<file path="src/shared/spmon_pkg.sv">
// package: register map, field layout and timing constants for the protection monitors
package spmon_pkg;
  // ==========================================
  // register indices on the plain register port
  localparam logic [3:0] SPMON_ADDR_PCR     = 4'h0;  // protection_control_reg
  localparam logic [3:0] SPMON_ADDR_WDSVC   = 4'h1;  // watchdog_service_reg
  localparam logic [3:0] SPMON_ADDR_RSTCAUS = 4'h2;  // reset_cause_reg

  // ==========================================
  // protection control field positions
  localparam int SPMON_BIT_WDEN  = 7;
  localparam int SPMON_BIT_WDPRE = 6;
  localparam int SPMON_BIT_WDT_H = 5;
  localparam int SPMON_BIT_WDT_L = 4;
  localparam int SPMON_BIT_STALL = 3;
  localparam int SPMON_BIT_EXTBM = 2;
  localparam int SPMON_BIT_BMT_H = 1;
  localparam int SPMON_BIT_BMT_L = 0;

  // reset values
  localparam logic       SPMON_RST_WDEN  = 1'b1;
  localparam logic [1:0] SPMON_RST_WDT   = 2'h0;
  localparam logic       SPMON_RST_STALL = 1'b0;
  localparam logic       SPMON_RST_EXTBM = 1'b0;
  localparam logic [1:0] SPMON_RST_BMT   = 2'h0;

  // reset cause bits
  localparam int SPMON_CAUSE_WDOG = 0;
  localparam int SPMON_CAUSE_HALT = 1;

  // ==========================================
  // service key values
  localparam logic [7:0] SPMON_KEY_ARM  = 8'h55;
  localparam logic [7:0] SPMON_KEY_FIRE = 8'hAA;

  // ==========================================
  // watchdog divide exponents
  localparam logic [4:0] SPMON_WD_EXP0 = 5'd9;
  localparam logic [4:0] SPMON_WD_EXP1 = 5'd11;
  localparam logic [4:0] SPMON_WD_EXP2 = 5'd13;
  localparam logic [4:0] SPMON_WD_EXP3 = 5'd15;
  localparam logic [4:0] SPMON_WD_EXP4 = 5'd18;
  localparam logic [4:0] SPMON_WD_EXP5 = 5'd20;
  localparam logic [4:0] SPMON_WD_EXP6 = 5'd22;
  localparam logic [4:0] SPMON_WD_EXP7 = 5'd24;
  localparam int         SPMON_WD_W    = 25;

  // bus monitor limits in system clocks
  localparam logic [6:0] SPMON_BM_LIM0 = 7'd64;
  localparam logic [6:0] SPMON_BM_LIM1 = 7'd32;
  localparam logic [6:0] SPMON_BM_LIM2 = 7'd16;
  localparam logic [6:0] SPMON_BM_LIM3 = 7'd8;

  // synchroniser depth for pins
  localparam int SPMON_SYNC_N = 3;

  typedef enum logic [1:0] {SPMON_BM_IDLE, SPMON_BM_RUN, SPMON_BM_ERR} spmon_bm_state_t;
endpackage

</file>
<file path="src/rtl/spmon_sync.sv">
// three-stage pin synchroniser, change taken when stages two and three agree
`timescale 1ns/10ps
module spmon_sync
  import spmon_pkg::*;
(
  input  wire logic clk,
  input  wire logic sys_rst,
  input  wire logic pin_in,
  output logic      level_out
);
  logic [SPMON_SYNC_N-1:0] stage_r;
  logic [SPMON_SYNC_N-1:0] stage_nxt;
  logic                    level_r;
  logic                    level_nxt;

  always_comb begin
    stage_nxt = {stage_r[SPMON_SYNC_N-2:0], pin_in};
    level_nxt = (stage_r[1] == stage_r[2]) ? stage_r[2] : level_r;
  end

  // stages run through reset, so the strap level is settled at release
  always_ff @(posedge clk) begin
    stage_r <= stage_nxt;
  end

  always_ff @(posedge clk or posedge sys_rst) begin
    if (sys_rst) begin
      level_r <= 1'b0;
    end else begin
      level_r <= level_nxt;
    end
  end

  assign level_out = level_r;
endmodule // spmon_sync

</file>
<file path="src/rtl/spmon_busmon.sv">
// bus monitor: times acknowledge response of monitored cycles
`timescale 1ns/10ps
module spmon_busmon
  import spmon_pkg::*;
(
  input  wire logic       clk,
  input  wire logic       sys_rst,
  input  wire logic       cyc_start,
  input  wire logic       cyc_monitored,
  input  wire logic       cyc_end,
  input  wire logic [1:0] bm_timing,
  output logic            timeout_pulse
);
  spmon_bm_state_t state_r;
  spmon_bm_state_t state_nxt;
  logic [6:0]      cnt_r;
  logic [6:0]      cnt_nxt;
  logic [6:0]      limit;

  always_comb begin
    case (bm_timing)
      2'h0:    limit = SPMON_BM_LIM0;
      2'h1:    limit = SPMON_BM_LIM1;
      2'h2:    limit = SPMON_BM_LIM2;
      default: limit = SPMON_BM_LIM3;
    endcase
  end

  always_comb begin
    state_nxt = state_r;
    cnt_nxt   = cnt_r;
    case (state_r)
      SPMON_BM_IDLE: begin
        if (cyc_start && cyc_monitored) begin
          state_nxt = SPMON_BM_RUN;
          cnt_nxt   = '0;
        end
      end
      SPMON_BM_RUN: begin
        if (cyc_end) begin
          state_nxt = SPMON_BM_IDLE;
        end else if (cnt_r == limit - 7'd1) begin
          state_nxt = SPMON_BM_ERR;
        end else begin
          cnt_nxt = cnt_r + 7'd1;
        end
      end
      SPMON_BM_ERR: state_nxt = SPMON_BM_IDLE;
      default:      state_nxt = SPMON_BM_IDLE;
    endcase
  end

  always_ff @(posedge clk or posedge sys_rst) begin
    if (sys_rst) begin
      state_r <= SPMON_BM_IDLE;
      cnt_r   <= '0;
    end else begin
      state_r <= state_nxt;
      cnt_r   <= cnt_nxt;
    end
  end

  assign timeout_pulse = (state_r == SPMON_BM_ERR);

  a_bm_unmon: assert property (@(posedge clk) disable iff (sys_rst)
    state_r == SPMON_BM_IDLE && cyc_start && !cyc_monitored |=> state_r == SPMON_BM_IDLE)
    else $error("unmonitored cycle started the timer");
  a_bm_limit: assert property (@(posedge clk) disable iff (sys_rst)
    state_r == SPMON_BM_RUN && !cyc_end && cnt_r == limit - 7'd1 |=> timeout_pulse)
    else $error("limit reached without timeout");
endmodule // spmon_busmon

</file>
<file path="src/rtl/spmon_top.sv">
// system protection monitors: watchdog, bus, halt and spurious interrupt monitors
// Functional notes
// - unprescaled watchdog ratios 2^9 to 2^15
// - prescaled watchdog ratios 2^18 to 2^24
// - halt reset only when stall enable set
// - external cycles monitored only when enabled
// - acknowledge limit 64/32/16/8 clocks
// - slow acknowledge raises bus error
// - non-core external cycles not timed
// - halt request resets and flags cause
// - unarbitrated interrupt acknowledge raises bus error
// - watchdog runs only when enabled
// - unserviced watchdog expiry resets system
// - service writes always taken, reads zero
// - 0x55 then 0xAA restarts timeout
// - new timing applies after service
// - prescale reset from inverted mode strap
// - control register writable once after reset
// - enable bit one enables watchdog
`timescale 1ns/10ps
module spmon_top
  import spmon_pkg::*;
(
  input  wire logic       clk,
  input  wire logic       sys_rst,
  input  wire logic [3:0] reg_addr,
  input  wire logic [7:0] reg_wdata,
  input  wire logic       reg_wr,
  input  wire logic       reg_rd,
  output logic      [7:0] reg_rdata,
  input  wire logic       clock_mode_strap,
  input  wire logic       cyc_start,
  input  wire logic       cyc_external,
  input  wire logic       cyc_by_core,
  input  wire logic       cyc_int_ack,
  input  wire logic       transfer_size_ack,
  input  wire logic       autovector_ack,
  input  wire logic       cyc_terminated,
  input  wire logic       int_arbitrated,
  input  wire logic       halt_request,
  output logic            bus_error,
  output logic            sys_reset_req
);
  // ==========================================
  // pin synchronisers
  logic strap_s;
  logic halt_s;

  spmon_sync u_sync_strap (
    .clk       (clk),
    .sys_rst   (sys_rst),
    .pin_in    (clock_mode_strap),
    .level_out (strap_s)
  );

  spmon_sync u_sync_halt (
    .clk       (clk),
    .sys_rst   (sys_rst),
    .pin_in    (halt_request),
    .level_out (halt_s)
  );

  // ==========================================
  // protection control register
  logic       wd_en_r,     wd_en_nxt;
  logic       wd_pre_r,    wd_pre_nxt;
  logic [1:0] wd_tim_r,    wd_tim_nxt;
  logic       stall_en_r,  stall_en_nxt;
  logic       ext_bm_en_r, ext_bm_en_nxt;
  logic [1:0] bm_tim_r,    bm_tim_nxt;
  logic       pcr_lock_r,  pcr_lock_nxt;
  logic [1:0] strap_cnt_r, strap_cnt_nxt;
  logic [1:0] cause_r,     cause_nxt;
  logic [7:0] rdata_r,     rdata_nxt;
  logic       pcr_wr;

  assign pcr_wr = reg_wr && (reg_addr == SPMON_ADDR_PCR);

  always_comb begin
    wd_en_nxt     = wd_en_r;
    wd_pre_nxt    = wd_pre_r;
    wd_tim_nxt    = wd_tim_r;
    stall_en_nxt  = stall_en_r;
    ext_bm_en_nxt = ext_bm_en_r;
    bm_tim_nxt    = bm_tim_r;
    pcr_lock_nxt  = pcr_lock_r;
    strap_cnt_nxt = strap_cnt_r;
    // strap settles through the synchroniser before being caught
    if (strap_cnt_r != 2'h3) begin
      strap_cnt_nxt = strap_cnt_r + 2'h1;
      if (strap_cnt_r == 2'h2 && !pcr_lock_r) begin
        wd_pre_nxt = ~strap_s;
      end
    end
    if (pcr_wr && !pcr_lock_r) begin
      pcr_lock_nxt  = 1'b1;
      wd_en_nxt     = reg_wdata[SPMON_BIT_WDEN];
      wd_pre_nxt    = reg_wdata[SPMON_BIT_WDPRE];
      wd_tim_nxt    = reg_wdata[SPMON_BIT_WDT_H:SPMON_BIT_WDT_L];
      stall_en_nxt  = reg_wdata[SPMON_BIT_STALL];
      ext_bm_en_nxt = reg_wdata[SPMON_BIT_EXTBM];
      bm_tim_nxt    = reg_wdata[SPMON_BIT_BMT_H:SPMON_BIT_BMT_L];
    end
  end

  always_ff @(posedge clk or posedge sys_rst) begin
    if (sys_rst) begin
      wd_en_r     <= SPMON_RST_WDEN;
      wd_pre_r    <= 1'b0;
      wd_tim_r    <= SPMON_RST_WDT;
      stall_en_r  <= SPMON_RST_STALL;
      ext_bm_en_r <= SPMON_RST_EXTBM;
      bm_tim_r    <= SPMON_RST_BMT;
      pcr_lock_r  <= 1'b0;
      strap_cnt_r <= 2'h0;
    end else begin
      wd_en_r     <= wd_en_nxt;
      wd_pre_r    <= wd_pre_nxt;
      wd_tim_r    <= wd_tim_nxt;
      stall_en_r  <= stall_en_nxt;
      ext_bm_en_r <= ext_bm_en_nxt;
      bm_tim_r    <= bm_tim_nxt;
      pcr_lock_r  <= pcr_lock_nxt;
      strap_cnt_r <= strap_cnt_nxt;
    end
  end

  // ==========================================
  // watchdog
  logic                   armed_r,   armed_nxt;
  logic [2:0]             act_sel_r, act_sel_nxt;
  logic [SPMON_WD_W-1:0]  wd_cnt_r,  wd_cnt_nxt;
  logic                   wd_exp_r,  wd_exp_nxt;
  logic [4:0]             wd_exp_bits;
  logic                   svc_wr;
  logic                   serviced;

  assign svc_wr   = reg_wr && (reg_addr == SPMON_ADDR_WDSVC);
  assign serviced = svc_wr && armed_r && (reg_wdata == SPMON_KEY_FIRE);

  always_comb begin
    case (act_sel_r)
      3'h0:    wd_exp_bits = SPMON_WD_EXP0;
      3'h1:    wd_exp_bits = SPMON_WD_EXP1;
      3'h2:    wd_exp_bits = SPMON_WD_EXP2;
      3'h3:    wd_exp_bits = SPMON_WD_EXP3;
      3'h4:    wd_exp_bits = SPMON_WD_EXP4;
      3'h5:    wd_exp_bits = SPMON_WD_EXP5;
      3'h6:    wd_exp_bits = SPMON_WD_EXP6;
      default: wd_exp_bits = SPMON_WD_EXP7;
    endcase
  end

  always_comb begin
    armed_nxt   = armed_r;
    act_sel_nxt = act_sel_r;
    wd_cnt_nxt  = wd_cnt_r;
    wd_exp_nxt  = 1'b0;
    if (svc_wr) begin
      if (reg_wdata == SPMON_KEY_ARM) begin
        armed_nxt = 1'b1;
      end else begin
        armed_nxt = 1'b0;
      end
    end
    // until the one control write the period tracks the reset fields, so a
    // strapped prescale counts from release; afterwards only a service or a cleared enable bit moves it
    if (!pcr_lock_r) begin
      act_sel_nxt = {wd_pre_r, wd_tim_r};
    end
    if (!wd_en_r) begin
      wd_cnt_nxt  = '0;
      act_sel_nxt = {wd_pre_r, wd_tim_r};
    end else if (serviced) begin
      wd_cnt_nxt  = '0;
      act_sel_nxt = {wd_pre_r, wd_tim_r};
    end else if (wd_cnt_r == (SPMON_WD_W'(1) << wd_exp_bits) - SPMON_WD_W'(1)) begin
      wd_exp_nxt = 1'b1;
      wd_cnt_nxt = '0;
    end else begin
      wd_cnt_nxt = wd_cnt_r + SPMON_WD_W'(1);
    end
  end

  always_ff @(posedge clk or posedge sys_rst) begin
    if (sys_rst) begin
      armed_r   <= 1'b0;
      act_sel_r <= 3'h0;
      wd_cnt_r  <= '0;
      wd_exp_r  <= 1'b0;
    end else begin
      armed_r   <= armed_nxt;
      act_sel_r <= act_sel_nxt;
      wd_cnt_r  <= wd_cnt_nxt;
      wd_exp_r  <= wd_exp_nxt;
    end
  end

  // ==========================================
  // bus and spurious interrupt monitors
  logic cyc_mon;
  logic cyc_end;
  logic bm_to;
  logic spur;
  logic bus_error_r, bus_error_nxt;

  // internal cycles always monitored; external only when core-started and enabled
  assign cyc_mon = !cyc_external || (cyc_by_core && ext_bm_en_r);
  assign cyc_end = transfer_size_ack || cyc_terminated || (cyc_int_ack && autovector_ack);
  assign spur    = cyc_int_ack && cyc_end && !int_arbitrated;

  spmon_busmon u_busmon (
    .clk           (clk),
    .sys_rst       (sys_rst),
    .cyc_start     (cyc_start),
    .cyc_monitored (cyc_mon),
    .cyc_end       (cyc_end),
    .bm_timing     (bm_tim_r),
    .timeout_pulse (bm_to)
  );

  assign bus_error_nxt = bm_to || spur;

  // ==========================================
  // reset requests, reset cause and read port
  logic rst_req_r, rst_req_nxt;
  logic halt_rst;

  assign halt_rst    = halt_s && stall_en_r;
  assign rst_req_nxt = wd_exp_r || halt_rst;

  always_comb begin
    cause_nxt = cause_r;
    if (wd_exp_r || halt_rst) begin
      cause_nxt[SPMON_CAUSE_WDOG] = wd_exp_r;
      cause_nxt[SPMON_CAUSE_HALT] = halt_rst;
    end
    rdata_nxt = 8'h00;
    if (reg_rd) begin
      case (reg_addr)
        SPMON_ADDR_PCR:
          rdata_nxt = {wd_en_r, wd_pre_r, wd_tim_r, stall_en_r, ext_bm_en_r, bm_tim_r};
        SPMON_ADDR_RSTCAUS: rdata_nxt = {6'h00, cause_r};
        default:            rdata_nxt = 8'h00;
      endcase
    end
  end

  // cause survives the system reset it triggers; nothing clears it, only a later reset event overwrites it
  always_ff @(posedge clk or posedge sys_rst) begin
    if (sys_rst) begin
      rst_req_r <= 1'b0;
      bus_error_r    <= 1'b0;
      rdata_r   <= 8'h00;
    end else begin
      rst_req_r <= rst_req_nxt;
      bus_error_r    <= bus_error_nxt;
      rdata_r   <= rdata_nxt;
    end
  end

  always_ff @(posedge clk) begin
    cause_r <= cause_nxt;
  end

  assign reg_rdata     = rdata_r;
  assign bus_error     = bus_error_r;
  assign sys_reset_req = rst_req_r;

  // ==========================================
  // checks: control register
  a_pcr_write_once: assert property (@(posedge clk) disable iff (sys_rst)
    pcr_lock_r && pcr_wr |=> $stable(bm_tim_r) && $stable(wd_en_r))
    else $error("control register changed after lock");
  a_pcr_first: assert property (@(posedge clk) disable iff (sys_rst)
    pcr_wr && !pcr_lock_r |=> pcr_lock_r
      && {wd_en_r, wd_pre_r, wd_tim_r, stall_en_r, ext_bm_en_r, bm_tim_r} == $past(reg_wdata))
    else $error("first control write not taken");
  a_strap_capture: assert property (@(posedge clk) disable iff (sys_rst)
    strap_cnt_r == 2'h2 && !pcr_lock_r && !pcr_wr |=> wd_pre_r == !$past(strap_s))
    else $error("prescale not loaded from inverted strap");

  // ==========================================
  // checks: watchdog
  a_wd_disabled: assert property (@(posedge clk) disable iff (sys_rst)
    !wd_en_r |=> wd_cnt_r == '0)
    else $error("watchdog counts while disabled");
  a_wd_counts: assert property (@(posedge clk) disable iff (sys_rst)
    wd_en_r && !serviced && !wd_exp_nxt |=> wd_cnt_r == $past(wd_cnt_r) + SPMON_WD_W'(1))
    else $error("enabled watchdog not counting");
  a_wd_service: assert property (@(posedge clk) disable iff (sys_rst)
    wd_en_r && serviced |=> wd_cnt_r == '0
      && act_sel_r[2] == $past(wd_pre_r) && act_sel_r[1:0] == $past(wd_tim_r))
    else $error("service did not restart watchdog");
  a_wd_old_period: assert property (@(posedge clk) disable iff (sys_rst)
    wd_en_r && !serviced && pcr_lock_r |=> $stable(act_sel_r))
    else $error("period changed without service");
  a_wd_reset: assert property (@(posedge clk) disable iff (sys_rst)
    wd_exp_r |=> sys_reset_req && cause_r[SPMON_CAUSE_WDOG])
    else $error("expiry did not reset");
  a_arm_key: assert property (@(posedge clk) disable iff (sys_rst)
    svc_wr && reg_wdata == SPMON_KEY_ARM |=> armed_r)
    else $error("first key did not arm");
  a_arm_hold: assert property (@(posedge clk) disable iff (sys_rst)
    !svc_wr |=> $stable(armed_r))
    else $error("armed state moved without service write");
  a_bad_key: assert property (@(posedge clk) disable iff (sys_rst)
    svc_wr && reg_wdata != SPMON_KEY_ARM |=> !armed_r)
    else $error("sequence stays armed after wrong key");

  // ==========================================
  // checks: reads, reset requests and bus error
  // cause_r powers up unknown, so no check reads it before an event sets it
  a_svc_read_zero: assert property (@(posedge clk) disable iff (sys_rst)
    reg_rd && reg_addr == SPMON_ADDR_WDSVC |=> reg_rdata == 8'h00)
    else $error("service register read not zero");
  a_rdata_idle: assert property (@(posedge clk) disable iff (sys_rst)
    !reg_rd |=> reg_rdata == 8'h00)
    else $error("read data outside its cycle");
  a_halt_gated: assert property (@(posedge clk) disable iff (sys_rst)
    !stall_en_r && !wd_exp_r |=> !sys_reset_req)
    else $error("halt reset while disabled");
  a_halt_reset: assert property (@(posedge clk) disable iff (sys_rst)
    halt_s && stall_en_r |=> sys_reset_req && cause_r[SPMON_CAUSE_HALT])
    else $error("halt did not reset or flag cause");
  a_rst_source: assert property (@(posedge clk) disable iff (sys_rst)
    !wd_exp_r && !halt_rst |=> !sys_reset_req)
    else $error("reset request without a cause");
  a_spur_bus_error: assert property (@(posedge clk) disable iff (sys_rst)
    spur |=> bus_error)
    else $error("spurious acknowledge without bus error");
  a_slow_bus_error: assert property (@(posedge clk) disable iff (sys_rst)
    bm_to |=> bus_error)
    else $error("slow acknowledge without bus error");
  a_ext_unmon: assert property (@(posedge clk) disable iff (sys_rst)
    cyc_start && cyc_external && !ext_bm_en_r |-> !cyc_mon)
    else $error("external cycle monitored while disabled");
endmodule // spmon_top

</file>
<file path="config.mk">
export PLATFORM = sky130hd
export DESIGN_NAME = spmon_top
export DESIGN_NICKNAME = d
export VERILOG_FILES = /design/src/shared/spmon_pkg.sv /design/src/rtl/spmon_sync.sv /design/src/rtl/spmon_busmon.sv /design/src/rtl/spmon_top.sv
export SDC_FILE = /design/constraint.sdc
export NUM_CORES = 1
export LEC_CHECK = 0
export ABC_CLOCK_PERIOD_IN_PS = 2000
export BUFFER_PORTS_ARGS = -buffer_cell sky130_fd_sc_hd__buf_4
export CAP_MARGIN = 20
export CORE_MARGIN = 4
export CORE_UTILIZATION = 52
export DETAILED_ROUTE_END_ITERATION = 8
export PLACE_DENSITY = 0.8
export RECOVER_POWER = 25
export REMOVE_ABC_BUFFERS = 1
export SYNTH_ARGS = -nofsm -noshare
export SYNTH_HDL_FRONTEND = slang
export SYNTH_SLANG_ARGS = --single-unit
</file>
<file path="constraint.sdc">
create_clock -name clk -period 2 [get_ports clk]
set_clock_uncertainty 0.05 [all_clocks]
set_input_delay 0.3 -clock clk [delete_from_list [all_inputs] [get_ports clk]]
set_output_delay 0.3 -clock clk [all_outputs]
set_load 0.02 [all_outputs]
</file>
* Word-level counts from Yosys, hierarchy flattened
Cells that the tools add are included.
Word-level totals: register bits after elaboration 70, input bits 26, output and inout bits 10, logic and storage cells 109
Operators by class: add/sub/neg operators 5, equal/unequal tests 25, shift operators 1, muxes and demuxes 25, bitwise logic cells 1, reduce and logical (&&, ||, !) cells 30
Operator list (count):
- two-way mux 25 bit | 3
- case mux 5 bit (7 select lines) | 1
- adder 25 x 1 -> 25 bit, second input constant | 1
- equality test 25 bit | 1
- << shifter 1 x 5 -> 25 bit, first input constant | 1
- subtractor 25 x 1 -> 25 bit, second input constant | 1
- two-way mux 7 bit | 3
- case mux 7 bit (3 select lines) | 1
- case mux 8 bit (2 select lines) | 1
- case mux 7 bit (2 select lines) | 1
- logical AND 1 bit | 12
- equality test 3 bit, second input constant | 3
- two-way mux 3 bit | 3
- equality test 8 x 7 -> 1 bit, second input constant | 1
- equality test 8 bit, second input constant | 1
- two-way mux 8 bit | 1
- adder 7 x 1 -> 7 bit, second input constant | 1
- equality test 7 bit | 1
- two-way mux 1 bit | 7
- subtractor 7 x 1 -> 7 bit, second input constant | 1
- equality test 2 bit, second input constant | 3
- equality test 3 x 2 -> 1 bit, second input constant | 2
- two-way mux 2 bit | 3
- inequality test 2 bit, second input constant | 3
- other kinds (18) | 31

* Logic depth before layout (Yosys ltp)
word-level depth 8, depth in mapped cells 8, gate-level depth less buffers 7

* Cells and area by module
Synthesis repeated with hierarchy kept, for this count alone.
Second synthesis, totals: cells, all modules 309, area, all modules 3315.7 µm²
Modules (own cells, without submodules):
- spmon_top | times used 1, cells an instance 241, area an instance 2546.2 µm²
- spmon_busmon | times used 1, cells an instance 56, area an instance 569.3 µm²
- spmon_sync | times used 2, cells an instance 6, area an instance 100.1 µm²

* Least setup slack after synthesis
No wires, ideal clock.
kind register to register, start register act_sel_r[1], end register wd_cnt_r[18], library setup time 0.119 ns, arrival 1.898 ns, data required time 1.831 ns, setup slack -0.067 ns, stages on the path, launching flop included 9, buffers on the path 2, clock period less this slack 2.067 ns, cells stage by stage dfrtp_1 -> buf_6 -> or2_1 -> maj3_2 -> o32a_1 -> nand4bb_4 -> o21bai_4 -> buf_6 -> nor2_1
On the way: longest elaborated chain between the ends 8, elaborated cells between the ends (all ways) 14, those cells by class add/sub (1); eq/ne (7); shift (1); mux (4); reduce/logical (1)
RTL lines:
- from (decl) | line spmon_top.sv:131 | logic [2:0] act_sel_r, act_sel_nxt;
- from (signal assigned) | line spmon_top.sv:193 | act_sel_r <= act_sel_nxt;
- equality test 3 bit (tied with other cells) | line spmon_top.sv:142 | case (act_sel_r)
- case mux 5 bit (7 select lines) * | line spmon_top.sv:142
- << shifter 1 x 5 -> 25 bit * | line spmon_top.sv:177 | end else if (wd_cnt_r == (SPMON_WD_W'(1) << wd_exp_bits) - SPMON_WD_W'(1)) begin
- subtractor 25 x 1 -> 25 bit * | line spmon_top.sv:177
- equality test 25 bit * | line spmon_top.sv:177
- two-way mux 25 bit * | line spmon_top.sv:177
- two-way mux 25 bit * | line spmon_top.sv:174 | end else if (serviced) begin
- two-way mux 25 bit * | line spmon_top.sv:171 | if (!wd_en_r) begin
- named net wd_cnt_nxt[18] | line spmon_top.sv:132 | logic [SPMON_WD_W-1:0] wd_cnt_r, wd_cnt_nxt;
- to (signal assigned) | line spmon_top.sv:194 | wd_cnt_r <= wd_cnt_nxt;
- to (decl) | line spmon_top.sv:132
The timed path passes the listed nets; every way through them passes the cells marked *. A chain may end at the register's enable or synchronous reset.

* Final worst setup path
start register act_sel_r[0], end register wd_exp_r
On the way: longest elaborated chain between the ends 8, elaborated cells between the ends (all ways) 14, those cells by class add/sub (1); eq/ne (7); shift (1); mux (4); reduce/logical (1)
RTL lines:
- equality test 3 bit (tied with other cells) | line spmon_top.sv:142
- case mux 5 bit (7 select lines) * | line spmon_top.sv:142
- << shifter 1 x 5 -> 25 bit * | line spmon_top.sv:177
- subtractor 25 x 1 -> 25 bit * | line spmon_top.sv:177
- equality test 25 bit * | line spmon_top.sv:177
- two-way mux 1 bit * | line spmon_top.sv:177
- two-way mux 1 bit * | line spmon_top.sv:174
- two-way mux 1 bit * | line spmon_top.sv:171
- named net wd_exp_nxt | line spmon_top.sv:133 | logic wd_exp_r, wd_exp_nxt;
- to (signal assigned) | line spmon_top.sv:195 | wd_exp_r <= wd_exp_nxt;
- to (decl) | line spmon_top.sv:133
Marks and branches as above.

==> summary.txt <==
Outcome
  • Status: finished, violations left
  • Failing checks: negative setup slack

Detailed routing
  • DR vias: around 2400
  • Routed Antenna Nets: 0
  • DRC Markers: 0
  • Vias/cell: between 5 and 6
  • WL met3: 359 um
  • Max Used Layer: met4
  • TritonRoute pass-1 iters: 4
  • M1 WL: about 2.9 mm
  • WL final: 6.53 mm
  • DR WL/cell: ~15 um
  • Drt first-iter violations: 91
  • Met2 Wirelength: 3.21 mm

Global routing
  • Vias in the first global route: 2381
  • Initial antenna violation count: 0
  • First-pass GRT wire length: 10.7 mm
  • Largest net degree at the start of global routing: 63
  • GRT overflow: 0
  • Total track usage: 0.186

Pwr
  • P_leak: between 0.0015 and 0.002 uW
  • PwrDens: 668 mW/mm2
  • Max VDD drop: about 0.44 mV

STA
  • Number of failing hold endpoints at the final stage: 0
  • Period minus WS final: roughly 2.1 ns
  • Final setup margin: -0.0858 ns
  • Unrepaired setup endpoints after global routing: true
  • Slew @ Worst Pin: a little over 0.8 ns
  • Pins over their slew limit: 0
  • Slew HR: 0.461
  • Period utilization: 1.04
  • Final setup viols: 18
  • Maximum clock rate: around 480 MHz
  • Final setup TNS: -0.335 ns

Place
  • Placer Congestion: ~0.84
  • Placed cells: between 400 and 500
  • Half-perimeter wire length after placement: around 4.6 mm
  • Pre-CTS WS: -0.0248 ns
  • Dpl cell area: 0.00367 mm2
  • I/O Buffers: 35

Floorplanning
  • Core Rows: 28
  • IO Pins: 36
  • Die area: between 0.007 and 0.008 mm2
  • Die span in x: between 80 and 90 um
  • Core box area: between 0.005 and 0.006 mm2
  • Die Span Y: 86.6 um
  • Starting Density: 0.539

Synthesis
  • Register area share after synthesis: 0.539
  • EDFF count, synth: 2
  • #FFs+latches synth: 70
  • Ys flop type: dfrtp_1
  • Async SR Flop Fraction: 0.886
  • YS warnings: 0
  • Distinct cells, synth: 47
  • Mapped Area: approximately 0.0032 mm2
  • Syn_area_per_cell: roughly 11 um2
  • Cells after Synth: about 300

Clocking
  • CTS tree: yes
  • Clock root buffer: clkbuf_8
  • H-tree depth: 3
  • Worst-path clk slew: ~0.080 ns
  • Clock latency at the later pin of the worst-skew pair: between 0.3 and 0.4 ns
  • CTS Buf Count: 9
  • CTS Buffer Depth: 2
  • Clock sinks: 70

Critical path
  • Crit Path Max Fanout: 3
  • Worst EP arrival: between 2 and 2.5 ns
  • CP startpoint kind: flip-flop
  • Worst Path Required: between 2 and 2.5 ns
  • CP max stage delay: around 0.40 ns
  • Critical path class: flip-flop to flip-flop
  • Slowest-stage cell, CP: dfrtp_1
  • Crit path top cell by count: buf_4
  • Cells along the critical path: or2_1 -> maj3_2 -> o32a_1 -> buf_4 -> buf_4 -> nor4_1
  • Worst setup EP type: flip-flop

Final layout
  • Fin nets: about 390
  • Synth-to-Final Area Change: 22.0%
  • Most frequent cells in the layout: dfrtp_1 (61), buf_4 (48), nor2_1 (36)
  • Design area: 0.00392 mm2
  • N_diodes: 0
  • Post-Layout Cell Count: roughly 440
  • Fraction of layout cells with a size suffix above 1: 0.257
  • # fillers: about 450
  • Most common cell after layout, fill and taps aside: dfrtp_1

Min path
  • Class of the worst hold path: input port to flip-flop

Job
  • Max cap viols: 0
==> cell usage after synthesis (3+ instances only) <==
library cell,number,share of area
inv_1,9,0.011
nand4_1,10,0.019
nand3_1,16,0.025
and2_1,10,0.019
nor4_1,5,0.0097
dfxtp_1,6,0.037
o21ai_0,8,0.012
o31ai_1,3,0.0070
nor2_1,41,0.048
clkbuf_1,4,0.0047
nand2_1,25,0.029
and3_1,3,0.0058
xor2_1,15,0.041
or2_2,3,0.0058
mux2_2,11,0.039
xnor2_1,12,0.033
nor2b_1,3,0.0058
ha_1,4,0.016
nor3_1,10,0.016
mux2i_1,4,0.012
o211ai_1,3,0.0070
nor4bb_1,3,0.0093
dfrtp_1,61,0.48
==> area by class of cell <==
cell class | count | area [um2] | share of cell area
tap | 75 | 93.8 | 0.0239
clock buffer | 11 | 151 | 0.0386
sequential | 70 | 1730 | 0.442
inverter | 9 | 33.8 | 0.00862
clock inverter | 5 | 32.5 | 0.00830
timing repair buffer | 58 | 447 | 0.114
multi-input combinational | 216 | 1430 | 0.365
==> metrics by stage <==
step	hold slack, ns	power [uW]	util
floorplan	0.260	1530	-
global placement	0.263	1600	0.617
detailed placement	0.263	1610	0.617
CTS	0.000710	2630	0.650
global route	0.101	2730	0.658
finish	0.107	2620	0.658
==> critical path, delay by kind of cell (launching register included) <==
kind	cells	cell delay (ns)
AO/OA/AOI/OAI	1	0.30
AND/OR/NAND/NOR	2	0.63
flip-flops	1	0.40
adder cells (fa/ha/maj)	1	0.31
buffers and inverters	2	0.25
==> power breakdown <==
| part | total [uW] | switching (uW) | internal (uW) |
|---|---|---|---|
| logic | 130 | 67.0 | 63.3 |
| clock network | 1040 | 524 | 516 |
| registers | 1450 | 11.3 | 1440 |
==> cells by family (layout without fill, tap and decap cells) <==
kind of cell,after synthesis,count (layout),synth area share
mux,15,15,0.0510
simple gates,142,142,0.231
buf+inv,16,83,0.0237
fa+ha+maj,7,7,0.0253
compound gates,25,25,0.0557
flops,70,70,0.539
xor+xnor,27,27,0.0736
==> layer usage <==
metal | track usage | up-vias
li1 | - | 1175
met1 | 0.237 | 1183
met2 | 0.292 | 50
met3 | 0.0551 | 10
met4 | 0.0836 | 0
met5 | 0 | -
==> sequential cells by signal, indices dropped and copies added, names as in the netlist, 3 cells and up <==
name,count
act_sel_r,3
u_sync_halt.stage_r,3
u_busmon.cnt_r,7
u_sync_strap.stage_r,3
reg_rdata,8
wd_cnt_r,25
==> repair_timing <==
item | CTS | global route
gates resized for setup | 1 | 10
endpoints found under the setup margin | 11 | 20
endpoints found under the hold margin | 61 | 2
hold buffers | 1 | 2
setup buffers | 0 | 2
pin swaps | 0 | 2
==> final timing paths <==
path | start | to | slack [ns] | cells after the start
min | reg_addr[2] | pcr_lock_r | 0.11 | 2
min reg2reg | u_sync_strap.stage_r[0] | u_sync_strap.stage_r[1] | 0.28 | 0
min in group asynchronous | sys_rst | u_busmon.state_r[0] | 0.75 | 4
max reg2reg | act_sel_r[0] | wd_exp_r | -0.09 | 6
max in group asynchronous | sys_rst | wd_cnt_r[11] | 0.63 | 4
max | act_sel_r[0] | wd_exp_r | -0.09 | 6
Power figures use the tool's default switching activity.
